## src/core/lcd_map.svh

```systemverilog
// Constants for the LED current-step control block.
// Assumes a 25 MHz reference clock and a single clock domain.
// Notes on behaviour
// - Each accepted pulse raises code by one
// - Five-bit code, zero gives no current
// - Saturate at 31, ignore further pulses
// - Count rising edges only, any power-up level
// - Lower current only through enable cycling
// - Enable low disables driver, clears code
// - Step input low over 100 us sleeps
// - Sleep zeroes current, keeps code alive
// - Code above 8 times out after 4 s
// - Timeout cleared only by enable cycling
// - Pulses in sleep wake and add up
// - Pulses counted up to 4 MHz
// - Code immediate, output settles after 50 us
// - Over-temperature trip sleeps, keeps code
// - Resume after 25 degree temperature drop
// - Power-up clears code and timeout counter
// - Pulses ignored during power-on reset
// - Power-on reset lasts at most 20 ms
`ifndef LCD_MAP_SVH
`define LCD_MAP_SVH
`define LCD_CLK_MHZ 25
`define LCD_CODE_W 5
`define LCD_CODE_MAX 5'h1f
`define LCD_CODE_HI 5'h08
`define LCD_SLEEP_US 100
`define LCD_SLEEP_CYC (`LCD_SLEEP_US * `LCD_CLK_MHZ + 1)
`define LCD_SETTLE_US 50
`define LCD_SETTLE_CYC (`LCD_SETTLE_US * `LCD_CLK_MHZ)
`define LCD_TMO_S 4
`define LCD_TMO_CYC (`LCD_TMO_S * 1000000 * `LCD_CLK_MHZ)
`define LCD_POR_MS 20
`define LCD_POR_CYC (`LCD_POR_MS * 1000 * `LCD_CLK_MHZ)
`endif

```

## src/core/lcd_pkg.sv

```systemverilog
// Types for the LED current-step control block.
// Assumes lcd_map.svh is compiled alongside.
package lcd_pkg;
  typedef enum logic [1:0] {
    LCD_POR = 2'b00,
    LCD_OFF = 2'b01,
    LCD_ON = 2'b11,
    LCD_SLEEP = 2'b10
  } lcd_state_t;
endpackage : lcd_pkg

```

## src/core/lcd_ctrl.sv

```systemverilog
// LED current-step controller: enable, pulse counting, sleep, timeout,
// thermal trip. Inputs are driven by the host at all times; the thermal
// comparator input comes with its own hysteresis.
`timescale 1ns/1ps
`include "lcd_map.svh"
module lcd_ctrl #(
  parameter int POR_CYC = `LCD_POR_CYC,
  parameter int TMO_CYC = `LCD_TMO_CYC
) (
  input wire logic I_REF_CLK,
  input wire logic I_RESET,
  input wire logic I_EN,
  input wire logic I_STEP,
  input wire logic I_HOT,
  output logic [`LCD_CODE_W-1:0] O_CODE,
  output logic O_DRIVE,
  output logic O_SETTLED,
  output logic O_SLEEP,
  output logic O_TIMEOUT,
  output logic O_READY
);
  localparam int SLEEP_CYC = `LCD_SLEEP_CYC;
  localparam int SETTLE_CYC = `LCD_SETTLE_CYC;
  typedef struct packed {
    lcd_pkg::lcd_state_t st;
    logic [`LCD_CODE_W-1:0] code;
    logic [31:0] por_cnt;
    logic [31:0] low_cnt;
    logic [31:0] tmo_cnt;
    logic [31:0] set_cnt;
    logic tmo;
    logic drive;
    logic settled;
  } lcd_ctrl_t;
  lcd_ctrl_t r;
  lcd_ctrl_t next_r;
  logic en_q;
  logic en_rise;
  logic step_q;
  logic step_rise;
  logic hot_q;
  logic hot_rise;

  lcd_sync u_en (
    .i_clk(I_REF_CLK),
    .i_rst(I_RESET),
    .i_d(I_EN),
    .o_q(en_q),
    .o_rise(en_rise)
  );
  lcd_sync u_step (
    .i_clk(I_REF_CLK),
    .i_rst(I_RESET),
    .i_d(I_STEP),
    .o_q(step_q),
    .o_rise(step_rise)
  );
  lcd_sync u_hot (
    .i_clk(I_REF_CLK),
    .i_rst(I_RESET),
    .i_d(I_HOT),
    .o_q(hot_q),
    .o_rise(hot_rise)
  );

  function automatic logic lcd_live(input lcd_pkg::lcd_state_t s);
    lcd_live = (s == lcd_pkg::LCD_ON) || (s == lcd_pkg::LCD_SLEEP);
  endfunction : lcd_live

  always_comb begin
    next_r = r;
    next_r.drive = 1'b0;
    case (r.st)
      lcd_pkg::LCD_POR: begin
        // Steps ignored until the power-on interval ends
        if (r.por_cnt >= 32'(POR_CYC - 1)) begin
          next_r.st = lcd_pkg::LCD_OFF;
        end else begin
          next_r.por_cnt = r.por_cnt + 32'h1;
        end
      end
      lcd_pkg::LCD_OFF: begin
        next_r.code = '0;
        next_r.tmo = 1'b0;
        next_r.tmo_cnt = '0;
        next_r.low_cnt = '0;
        if (en_q) begin
          next_r.st = lcd_pkg::LCD_ON;
        end
      end
      lcd_pkg::LCD_ON, lcd_pkg::LCD_SLEEP: begin
        if (step_rise && r.code != `LCD_CODE_MAX) begin
          next_r.code = r.code + 5'h1;
          next_r.set_cnt = '0;
        end else if (r.set_cnt < 32'(SETTLE_CYC)) begin
          next_r.set_cnt = r.set_cnt + 32'h1;
        end
        if (step_q) begin
          next_r.low_cnt = '0;
        end else if (r.low_cnt < 32'(SLEEP_CYC)) begin
          next_r.low_cnt = r.low_cnt + 32'h1;
        end
        if (r.code > `LCD_CODE_HI && r.st == lcd_pkg::LCD_ON) begin
          if (r.tmo_cnt >= 32'(TMO_CYC - 1)) begin
            next_r.tmo = 1'b1;
          end else begin
            next_r.tmo_cnt = r.tmo_cnt + 32'h1;
          end
        end
        if (!en_q) begin
          next_r.st = lcd_pkg::LCD_OFF;
        end else if (next_r.tmo || hot_q ||
            next_r.low_cnt >= 32'(SLEEP_CYC)) begin
          next_r.st = lcd_pkg::LCD_SLEEP;
        end else if (!r.tmo) begin
          next_r.st = lcd_pkg::LCD_ON;
          next_r.drive = 1'b1;
        end
      end
      default: begin
        next_r.st = lcd_pkg::LCD_POR;
      end
    endcase
    next_r.settled = next_r.drive && next_r.set_cnt >= 32'(SETTLE_CYC);
  end

  always_ff @(posedge I_REF_CLK or posedge I_RESET) begin
    if (I_RESET) begin
      r <= '0;
    end else begin
      r <= next_r;
    end
  end

  assign O_CODE = r.code;
  assign O_DRIVE = r.drive;
  assign O_SETTLED = r.settled;
  assign O_SLEEP = (r.st == lcd_pkg::LCD_SLEEP);
  assign O_TIMEOUT = r.tmo;
  assign O_READY = (r.st != lcd_pkg::LCD_POR);

  // Checks on the registered state, one clock domain
  chk_code_step: assert property (
    @(posedge I_REF_CLK) disable iff (I_RESET)
    lcd_live(r.st) && en_q && step_rise && r.code < `LCD_CODE_MAX
    |=> r.code == $past(r.code) + 5'h1)
    else $error("code did not step");

  chk_code_once: assert property (
    @(posedge I_REF_CLK) disable iff (I_RESET)
    lcd_live(r.st) && en_q
    |=> r.code == $past(r.code) || r.code == $past(r.code) + 5'h1)
    else $error("code moved by more than one");

  chk_code_sat: assert property (
    @(posedge I_REF_CLK) disable iff (I_RESET)
    lcd_live(r.st) && r.code == `LCD_CODE_MAX && en_q
    |=> r.code == `LCD_CODE_MAX)
    else $error("code wrapped");

  chk_code_hold: assert property (
    @(posedge I_REF_CLK) disable iff (I_RESET)
    lcd_live(r.st) && en_q && !step_rise
    |=> r.code == $past(r.code))
    else $error("code changed without a rising edge");

  chk_off_clear: assert property (
    @(posedge I_REF_CLK) disable iff (I_RESET)
    r.st == lcd_pkg::LCD_OFF
    |=> r.code == '0 && !r.drive)
    else $error("code not cleared when disabled");

  chk_en_drop: assert property (
    @(posedge I_REF_CLK) disable iff (I_RESET)
    !en_q && O_READY
    |=> !O_DRIVE)
    else $error("driving while disabled");

  chk_drive_on: assert property (
    @(posedge I_REF_CLK) disable iff (I_RESET)
    O_DRIVE
    |-> r.st == lcd_pkg::LCD_ON)
    else $error("driving outside the on state");

  chk_off_wake: assert property (
    @(posedge I_REF_CLK) disable iff (I_RESET)
    r.st == lcd_pkg::LCD_OFF && en_q
    |=> r.st == lcd_pkg::LCD_ON)
    else $error("enable did not start the driver");

  chk_low_sleep: assert property (
    @(posedge I_REF_CLK) disable iff (I_RESET)
    r.st == lcd_pkg::LCD_ON && en_q && !step_q && r.low_cnt == 32'(SLEEP_CYC - 1)
    |=> O_SLEEP)
    else $error("no sleep after long low");

  chk_sleep_off: assert property (
    @(posedge I_REF_CLK) disable iff (I_RESET)
    O_SLEEP
    |-> !O_DRIVE)
    else $error("driving while asleep");

  chk_sleep_keep: assert property (
    @(posedge I_REF_CLK) disable iff (I_RESET)
    O_SLEEP && en_q && !step_rise
    |=> r.code == $past(r.code))
    else $error("code lost in sleep");

  chk_tmo_set: assert property (
    @(posedge I_REF_CLK) disable iff (I_RESET)
    r.st == lcd_pkg::LCD_ON && en_q && r.code > `LCD_CODE_HI &&
    r.tmo_cnt >= 32'(TMO_CYC - 1) |=> O_TIMEOUT && O_SLEEP)
    else $error("high current did not time out");

  chk_tmo_low: assert property (
    @(posedge I_REF_CLK) disable iff (I_RESET)
    r.code <= `LCD_CODE_HI
    |=> r.tmo_cnt == $past(r.tmo_cnt) || r.tmo_cnt == '0)
    else $error("timeout counted at low current");

  chk_tmo_dark: assert property (
    @(posedge I_REF_CLK) disable iff (I_RESET)
    O_TIMEOUT
    |-> !O_DRIVE)
    else $error("driving after timeout");

  chk_tmo_hold: assert property (
    @(posedge I_REF_CLK) disable iff (I_RESET)
    lcd_live(r.st) && r.tmo && en_q
    |=> r.tmo && !r.drive)
    else $error("timeout cleared without enable cycle");

  chk_tmo_clear: assert property (
    @(posedge I_REF_CLK) disable iff (I_RESET)
    r.st == lcd_pkg::LCD_OFF
    |=> !O_TIMEOUT)
    else $error("timeout kept over enable cycle");

  chk_wake_drive: assert property (
    @(posedge I_REF_CLK) disable iff (I_RESET)
    O_SLEEP && en_q && step_q && !r.tmo && !hot_q
    |=> O_DRIVE)
    else $error("step did not wake the driver");

  chk_settle_reset: assert property (
    @(posedge I_REF_CLK) disable iff (I_RESET)
    lcd_live(r.st) && en_q && step_rise && r.code < `LCD_CODE_MAX
    |=> !O_SETTLED)
    else $error("settled right after a step");

  chk_hot_sleep: assert property (
    @(posedge I_REF_CLK) disable iff (I_RESET)
    hot_q && O_READY
    |=> !O_DRIVE)
    else $error("driving while hot");

  chk_hot_keep: assert property (
    @(posedge I_REF_CLK) disable iff (I_RESET)
    hot_q && lcd_live(r.st) && en_q && !step_rise
    |=> O_CODE == $past(O_CODE))
    else $error("code lost on thermal trip");

  chk_hot_resume: assert property (
    @(posedge I_REF_CLK) disable iff (I_RESET)
    lcd_live(r.st) && en_q && !hot_q && !r.tmo && r.code <= `LCD_CODE_HI &&
    r.low_cnt < 32'(SLEEP_CYC - 1) |=> O_DRIVE)
    else $error("driver did not resume when cool");

  chk_por_ignore: assert property (
    @(posedge I_REF_CLK) disable iff (I_RESET)
    r.st == lcd_pkg::LCD_POR
    |-> r.code == '0 && !O_DRIVE)
    else $error("step counted during power-on");

  chk_por_len: assert property (
    @(posedge I_REF_CLK) disable iff (I_RESET)
    r.st == lcd_pkg::LCD_POR
    |-> r.por_cnt < 32'(POR_CYC))
    else $error("power-on interval too long");

  chk_ready_keep: assert property (
    @(posedge I_REF_CLK) disable iff (I_RESET)
    O_READY
    |=> O_READY)
    else $error("ready dropped without reset");

  chk_low_reset: assert property (
    @(posedge I_REF_CLK) disable iff (I_RESET)
    step_q && lcd_live(r.st)
    |=> r.low_cnt == '0)
    else $error("low timer not restarted by high step");

  // Main scenarios
  cov_sat: cover property (@(posedge I_REF_CLK)
    r.code == `LCD_CODE_MAX);
  cov_wake: cover property (@(posedge I_REF_CLK)
    O_SLEEP ##1 step_rise ##[1:4] O_DRIVE);
  cov_tmo: cover property (@(posedge I_REF_CLK)
    $rose(r.tmo));
  cov_hot: cover property (@(posedge I_REF_CLK)
    hot_rise ##[1:8] O_SLEEP);
  cov_en: cover property (@(posedge I_REF_CLK)
    en_rise);
endmodule : lcd_ctrl

```

## src/core/lcd_sync.sv

```systemverilog
// Two-flop synchroniser with rising-edge detect on the second stage.
// Assumes the input is asynchronous to I_REF_CLK domain.
`timescale 1ns/1ps
module lcd_sync (
  input wire logic i_clk,
  input wire logic i_rst,
  input wire logic i_d,
  output logic o_q,
  output logic o_rise
);
  typedef struct packed {
    logic s1;
    logic s2;
    logic s3;
    logic warm1;
    logic warm2;
    logic armed;
  } lcd_sync_t;
  lcd_sync_t r;
  lcd_sync_t next_r;
  always_comb begin
    next_r = r;
    next_r.s1 = i_d;
    next_r.s2 = r.s1;
    next_r.s3 = r.s2;
    // Armed only once both compare stages hold real samples
    next_r.warm1 = 1'b1;
    next_r.warm2 = r.warm1;
    next_r.armed = r.warm2;
  end
  always_ff @(posedge i_clk or posedge i_rst) begin
    if (i_rst) begin
      r <= '0;
    end else begin
      r <= next_r;
    end
  end
  assign o_q = r.s2;
  // No edge on the first sampled level after reset
  assign o_rise = r.armed & r.s2 & ~r.s3;
endmodule : lcd_sync

```

## config.mk

```make
export PLATFORM = sky130hd
export DESIGN_NAME = lcd_ctrl
export DESIGN_NICKNAME = d
export VERILOG_FILES = /design/src/core/lcd_pkg.sv /design/src/core/lcd_ctrl.sv /design/src/core/lcd_sync.sv
export VERILOG_INCLUDE_DIRS = /design/src /design/src/core
export SDC_FILE = /design/constraint.sdc
export NUM_CORES = 1
export LEC_CHECK = 0
export ABC_AREA = 1
export BUFFER_PORTS_ARGS = -buffer_cell sky130_fd_sc_hd__buf_2
export CORE_MARGIN = 2
export CORE_UTILIZATION = 41
export CTS_CLUSTER_SIZE = 20
export DETAILED_ROUTE_END_ITERATION = 16
export PLACE_DENSITY = 0.66
export SYNTH_ARGS = -nofsm -noshare
export SYNTH_HDL_FRONTEND = slang
export SYNTH_SLANG_ARGS = --single-unit
export TNS_END_PERCENT = 1
```

## constraint.sdc

```tcl
create_clock -name I_REF_CLK -period 6.62 [get_ports I_REF_CLK]
set_clock_uncertainty 0.15 [all_clocks]
set_input_delay 0.662 -clock I_REF_CLK [delete_from_list [all_inputs] [get_ports I_REF_CLK]]
set_output_delay 0.662 -clock I_REF_CLK [all_outputs]
set_load 0.03 [all_outputs]
```

==> run summary, run 1 <==
Status - completed
Top post-synthesis cells by area - dfrtp_1, nand2_1, inv_1, nor2_1, nand3_1
Setup bufs post-CTS - 0
Worst flop-to-flop path endpoint - r[110]
Post-route DRC - 0
1st-pass router iterations - 5
Dpl hpwl - 10200 um
Number of library cell types mapped by synthesis - 45
Mapped Area - 0.00739 mm^2
Post-Route Setup TNS - 0 ns
Antenna Nets Post-Route - 0
Post-synth top area cell - dfrtp_1
Worst EP arrival - 2.34 ns
Min-delay worst type - in -> async
CTS tree - yes
Post-DR wirelength/cell - 13.0 um
Asr flop ratio synth - 100%
Max Clock Freq - 317 MHz
Pwr dens - 228 mW/mm^2
Predominant post-synthesis flop cell - dfrtp_1
Clk buf depth - 2
Total CTS buffers - 17
Post-synth top cells - nand2_1, dfrtp_1, inv_1
Area growth, synth to finish - 10.3%
Die area - 0.0191 mm^2
Post-synth EDFFs - 0
Critical Path RT - 5.81 ns
Worst Setup Path Type - reg -> out
N_diodes - 0
Register area share after synthesis - 50.1%
Critical Path Start Type - flip-flop
Final nets - 913
Crit-path max cell delay - 0.57 ns
DR vias/cell - 4.94
Yosys reg bits - 148
Grt ovf - 0
Starting density of the core - 41.4%
Yosys top cell area share - 50.1%
Placer Congestion - 0.865
All-Layer GR Usage - 16.4%
Period utilization - 47.6%
Critical Path Slowest Stage Cell - dfrtp_1
CP max FO - 20
Fin. max-slew vios - 0
Finished Layout Cells - 1142
Dpl cells - 1110
Reg-to-reg slack, setup - 3.86 ns
RSZ-0062 raised after global routing - no
Placeable Area - 0.0178 mm^2
Static leakage - 4.16 nW
Total Wirelength - 14800 um
Synth Instances - 902
Row cnt - 49
Final Hold Fails - 0
Syn Nets - 915
Layout cell share with drive strength beyond 1 - 9.42%
Reg2reg start - r[137]
Vias in the first global route - 5439
Initial antenna violation count - 0
Worst path cell trace - buf_4 -> nor2_4 -> inv_1 -> buf_2
Mapped Avg Cell Area - 8.19 um^2
Die height - 138 um
Max-Cap Viols - 0
Worst-margin pin slew - 0.950 ns
VDD IR max - 213 uV
Die Wd - 138 um
Most common cell in the netlist - nand2_1
Vias after detailed routing - 5637
Setup violators final - 0
Root Driver - clkbuf_16
IO Port Bufs - 14
Clock sink total - 148
CTS Hold Bufs - 0
Tightest slew margin relative to the limit - 36.7%
Critical path endpoint category - output pin
Clk_lat worst skew - 0.43 ns
H-tree depth - 4
First-pass GRT wire length - 25900 um
FF-to-FF path depth - 9
CTS resizes - 0
DRT iter0 DRCs - 399
Largest net degree at the start of global routing - 77
IO Count - 15
Reg clk slew, reported paths - 0.06 ns
Synth warn - 0
Final min period - 3.15 ns
layer usage:
| metal | part of all wire, % | up-vias | track usage, % |
|---|---|---|---|
| li1 | - | 2864 | - |
| met1 | 50 | 2667 | 22.9 |
| met2 | 45 | 86 | 25.1 |
| met3 | 3.5 | 20 | 3.98 |
| met4 | 1.6 | 0 | 5.85 |
| met5 | 0 | - | 0 |
stage by stage:
step	hold WS (ns)	area, um^2	total power [mW]	worst slack (ns)	util, %
floorplan	0.181	7390	0.944	1.83	-
global placement	0.184	7580	0.952	3.93	42.5
detailed placement	0.190	7580	0.952	3.82	42.5
CTS	0.170	8150	1.88	3.43	45.7
global route	0.173	8150	1.93	3.28	45.7
finish	0.188	8150	1.86	3.47	45.7
power breakdown:
part | total (mW) | internal (mW) | switching [mW]
combinational | 0.0241 | 0.00252 | 0.0215
clock | 0.924 | 0.513 | 0.411
sequential | 0.910 | 0.907 | 0.00250
state kept, by name (all words and copies together) (netlist names), 2 cells and up:
signal and cells:
O_CODE 5, r 130, u_step.next_r 3, u_step.r 2
cell families (layout without fill, tap and decap cells):
| family | count (synthesis) | in the layout | synth area share, % |
|---|---|---|---|
| simple gates | 445 | 445 | 28.2 |
| flops | 148 | 148 | 50.1 |
| fa+ha+maj | 8 | 8 | 1.36 |
| compound gates | 87 | 87 | 6.61 |
| buf+inv | 181 | 192 | 9.83 |
| xor+xnor | 32 | 32 | 3.79 |
| other cells | 1 | 1 | 0.0508 |
worst max-delay path: cells and delay by family, from the launching register on:
family / cells / cell delay [ns]
buf+inv: 3 / 0.98
flops: 1 / 0.57
simple gates: 1 / 0.35
layout by cell type (no fill, tap or decap), drive strengths merged, types with 7 or more instances in the layout:
| master | instances |
|---|---|
| dfrtp | 148 |
| buf | 17 |
| nor4 | 11 |
| nor3 | 32 |
| o22ai | 11 |
| nor2 | 102 |
| xnor2 | 7 |
| xor2 | 25 |
| nand4 | 22 |
| nand2 | 201 |
| nand3 | 66 |
| inv | 151 |
| ha | 8 |
| a21oi | 19 |
| clkbuf | 19 |
| o21ai | 42 |
final cells by class:
class	instances	area [um^2]
inverters	143	542
clock buffers	19	453
multi-input cells	573	2960
clock inverters	13	115
fillers	1701	9690
repair buffers	17	92.6
flip-flops and latches	148	3700
well taps	229	287
worst max-delay path by stage:
stage | slack [ns] | endpoint | depth (start not counted) | from
2_1_floorplan | 1.83 | O_CODE[0] | 1 | I_RESET
3_3_place_gp | 3.93 | O_READY | 4 | r[137]
3_5_place_dp | 3.82 | r[110] | 9 | r[137]
4_1_cts | 3.43 | O_READY | 4 | r[137]
5_1_grt | 3.28 | O_READY | 4 | r[137]
6_report | 3.47 | O_READY | 4 | r[137]
Note: power is estimated with default switching activity, not from simulation.
==> run 2, diff against run 1 <==
==> constraint.sdc (replaced) <==
create_clock -name I_REF_CLK -period 3.2 [get_ports I_REF_CLK]
set_clock_uncertainty 0.15 [all_clocks]
set_input_delay 0.32 -clock I_REF_CLK [delete_from_list [all_inputs] [get_ports I_REF_CLK]]
set_output_delay 0.32 -clock I_REF_CLK [all_outputs]
set_load 0.03 [all_outputs]
==> run 2 against run 1 <==
Against the previous run:
- final area increased by 1.4%
- core utilization increased by 0.62 points
- cell count rose by 0.88%
- combinational power rose to 2.5 times the previous value
- setup slack got worse by 2.9 ns
- critical endpoint is now O_SETTLED
==> run summary, run 2 (synthesis gave the netlist of run 1 again) <==
Clock sink total - 148 (unchanged)
Pwr dens - 472 mW/mm^2 (was 228 mW/mm^2)
Dpl cells - 1116 (was 1110)
Die Wd - 138 um (unchanged)
Antenna Nets Post-Route - 0 (unchanged)
Clk buf depth - 2 (unchanged)
IO Count - 15 (unchanged)
Static leakage - 4.19 nW (was 4.16 nW)
CTS resizes - 0 (unchanged)
Finished Layout Cells - 1152 (was 1142)
Critical Path Start Type - flip-flop (unchanged)
Grt ovf - 0 (unchanged)
Tightest slew margin relative to the limit - 56.8% (was 36.7%)
Status - completed (unchanged)
Clk_lat worst skew - 0.43 ns (about the same)
RSZ-0062 raised after global routing - no (unchanged)
Post-Route Setup TNS - 0 ns (unchanged)
Critical Path RT - 3.37 ns (was 5.81 ns)
Vias after detailed routing - 5652 (was 5637)
VDD IR max - 403 uV (was 213 uV)
Largest net degree at the start of global routing - 64 (was 77)
Worst flop-to-flop path endpoint - O_SETTLED (was r[110])
Commonest non-fill, non-tap cell in the layout - nand2_1 (unchanged)
Row cnt - 49 (unchanged)
Post-route DRC - 0 (unchanged)
Total CTS buffers - 17 (unchanged)
Hold Crit Start - u_hot.next_r[4]
H-tree depth - 4 (unchanged)
Setup violators final - 0 (unchanged)
Total Wirelength - 14700 um (was 14800 um)
DRT iter0 DRCs - 344 (was 399)
Layout cell share with drive strength beyond 1 - 9.86% (was 9.42%)
Post-DR wirelength/cell - 12.8 um (was 13.0 um)
Final Hold Fails - 0 (unchanged)
Largest Register - r (unchanged)
Max-Cap Viols - 0 (unchanged)
FF-to-FF path depth - 16 (was 9)
Max Clock Freq - 381 MHz
Worst EP arrival - 2.79 ns (was 2.34 ns)
Worst-margin pin slew - 0.647 ns (was 0.950 ns)
Area growth, synth to finish - 11.8% (was 10.3%)
Worst Setup Path Type - reg -> reg (was reg -> out)
Worst hold path cell count - 0
Worst Hold Path EP - u_hot.o_q
Total power - 3.90 mW (was 1.86 mW)
Commonest cells after routing, fill and taps aside - nand2_1, dfrtp_1, inv_1 (unchanged)
All-Layer GR Usage - 16.5% (was 16.4%)
Number of flip-flops in the largest register - 130 (unchanged)
Pre-CTS setup slack - 0.562 ns (was 3.82 ns)
Die height - 138 um (unchanged)
Setup bufs post-CTS - 0 (unchanged)
1st-pass router iterations - 5 (unchanged)
CP max FO - 32 (was 20)
Final min period - 2.62 ns
DR vias/cell - 4.91 (was 4.94)
Placer Congestion - 0.828 (was 0.865)
Reg2reg start - O_CODE[0] (was r[137])
Initial antenna violation count - 0 (unchanged)
Starting density of the core - 41.4% (unchanged)
Min-delay worst type - reg -> reg (was in -> async)
Setup WS post-layout - 0.577 ns (was 3.47 ns)
IO Port Bufs - 14 (unchanged)
Vias in the first global route - 5533 (was 5439)
N_diodes - 0 (unchanged)
Root Driver - clkbuf_16 (unchanged)
Die area - 0.0191 mm^2 (unchanged)
Final nets - 923 (was 913)
Fin. max-slew vios - 0 (unchanged)
Reg clk slew, reported paths - 0.06 ns (about the same)
First-pass GRT wire length - 26100 um (was 25900 um)
Final hold slack - 0.205 ns (was 0.188 ns)
Reg-to-reg slack, setup - 0.58 ns (was 3.86 ns)
Critical path endpoint category - flip-flop (was output pin)
Dpl hpwl - 10200 um (about the same)
CTS tree - yes (unchanged)
Placeable Area - 0.0178 mm^2 (unchanged)
Period utilization - 82.0%
run 2: cell count changes in the layout (fill, tap and decap cells not counted):
cell	change
buf_12	+1
buf_4	+5
bufinv_16	+2
clkbuf_1	+1
clkbuf_8	-2
clkinv_4	+1
clkinvlp_4	+5
dlygate4sd3_1	+4
inv_6	-4
inv_8	-3
run 2: repair_timing:
action | 4_1_cts | 5_1_grt
hold endpoints to repair | 31 | 0
endpoints found under the setup margin | 0 | 0
hold buffers | 4 | 0
run 2: critical path: stages (launching register included):
cell     delay (ns)
dfrtp_1        0.42
ha_1           0.24
nand2_1        0.07
nor2_1         0.04
ha_1           0.18
nor3_2         0.14
inv_1          0.08
nor2_4         0.17
inv_2          0.24
nand2_1        0.13
inv_1          0.06
nor2_1         0.10
nand4_1        0.09
nor2_1         0.12
nand4_1        0.11
nor2_1         0.12
nor2_1         0.04
run 2: power by group:
part | internal (mW) | switching (mW) | total, mW | leakage, nW
combinational | 0.0132 | 0.0478 | 0.0610 | 1.90
clock | 1.15 | 0.809 | 1.96 | 0.265
sequential | 1.88 | 0.00306 | 1.88 | 2.03
total | 3.04 | 0.860 | 3.90 | 4.19
run 2: worst max path at each step:
stage / from / endpoint / cells after the start
2_1_floorplan: I_RESET / O_CODE[0] / 1
3_3_place_gp: O_CODE[0] / O_SETTLED / 16
3_5_place_dp: O_CODE[0] / O_SETTLED / 16
4_1_cts: O_CODE[0] / O_SETTLED / 16
5_1_grt: O_CODE[0] / O_SETTLED / 16
6_report: O_CODE[0] / O_SETTLED / 16
run 2: layer usage:
metal / wire [um] / vias to the layer above / GRT usage (%)
met5: 0 / - / 0
met4: 212 / 0 / 5.69
met3: 464 / 20 / 3.88
met2: 6680 / 69 / 26.0
met1: 7350 / 2679 / 22.6
li1: - / 2884 / -
run 2: stage by stage:
stage | util (%) | instance area [um^2]
floorplan | - | 7390
global placement | 42.8 | 7640
detailed placement | 42.8 | 7640
CTS | 46.3 | 8260
global route | 46.3 | 8260
finish | 46.3 | 8260
run 2: cell type report:
type                       instances  area, um^2
fill                            1702        9580
sequential                       148        3700
multi-input combinational        573        2960
inverter                         143         541
clock buffer                      18         429
tap                              229         287
timing repair buffer              27         190
clock inverter                    14         154
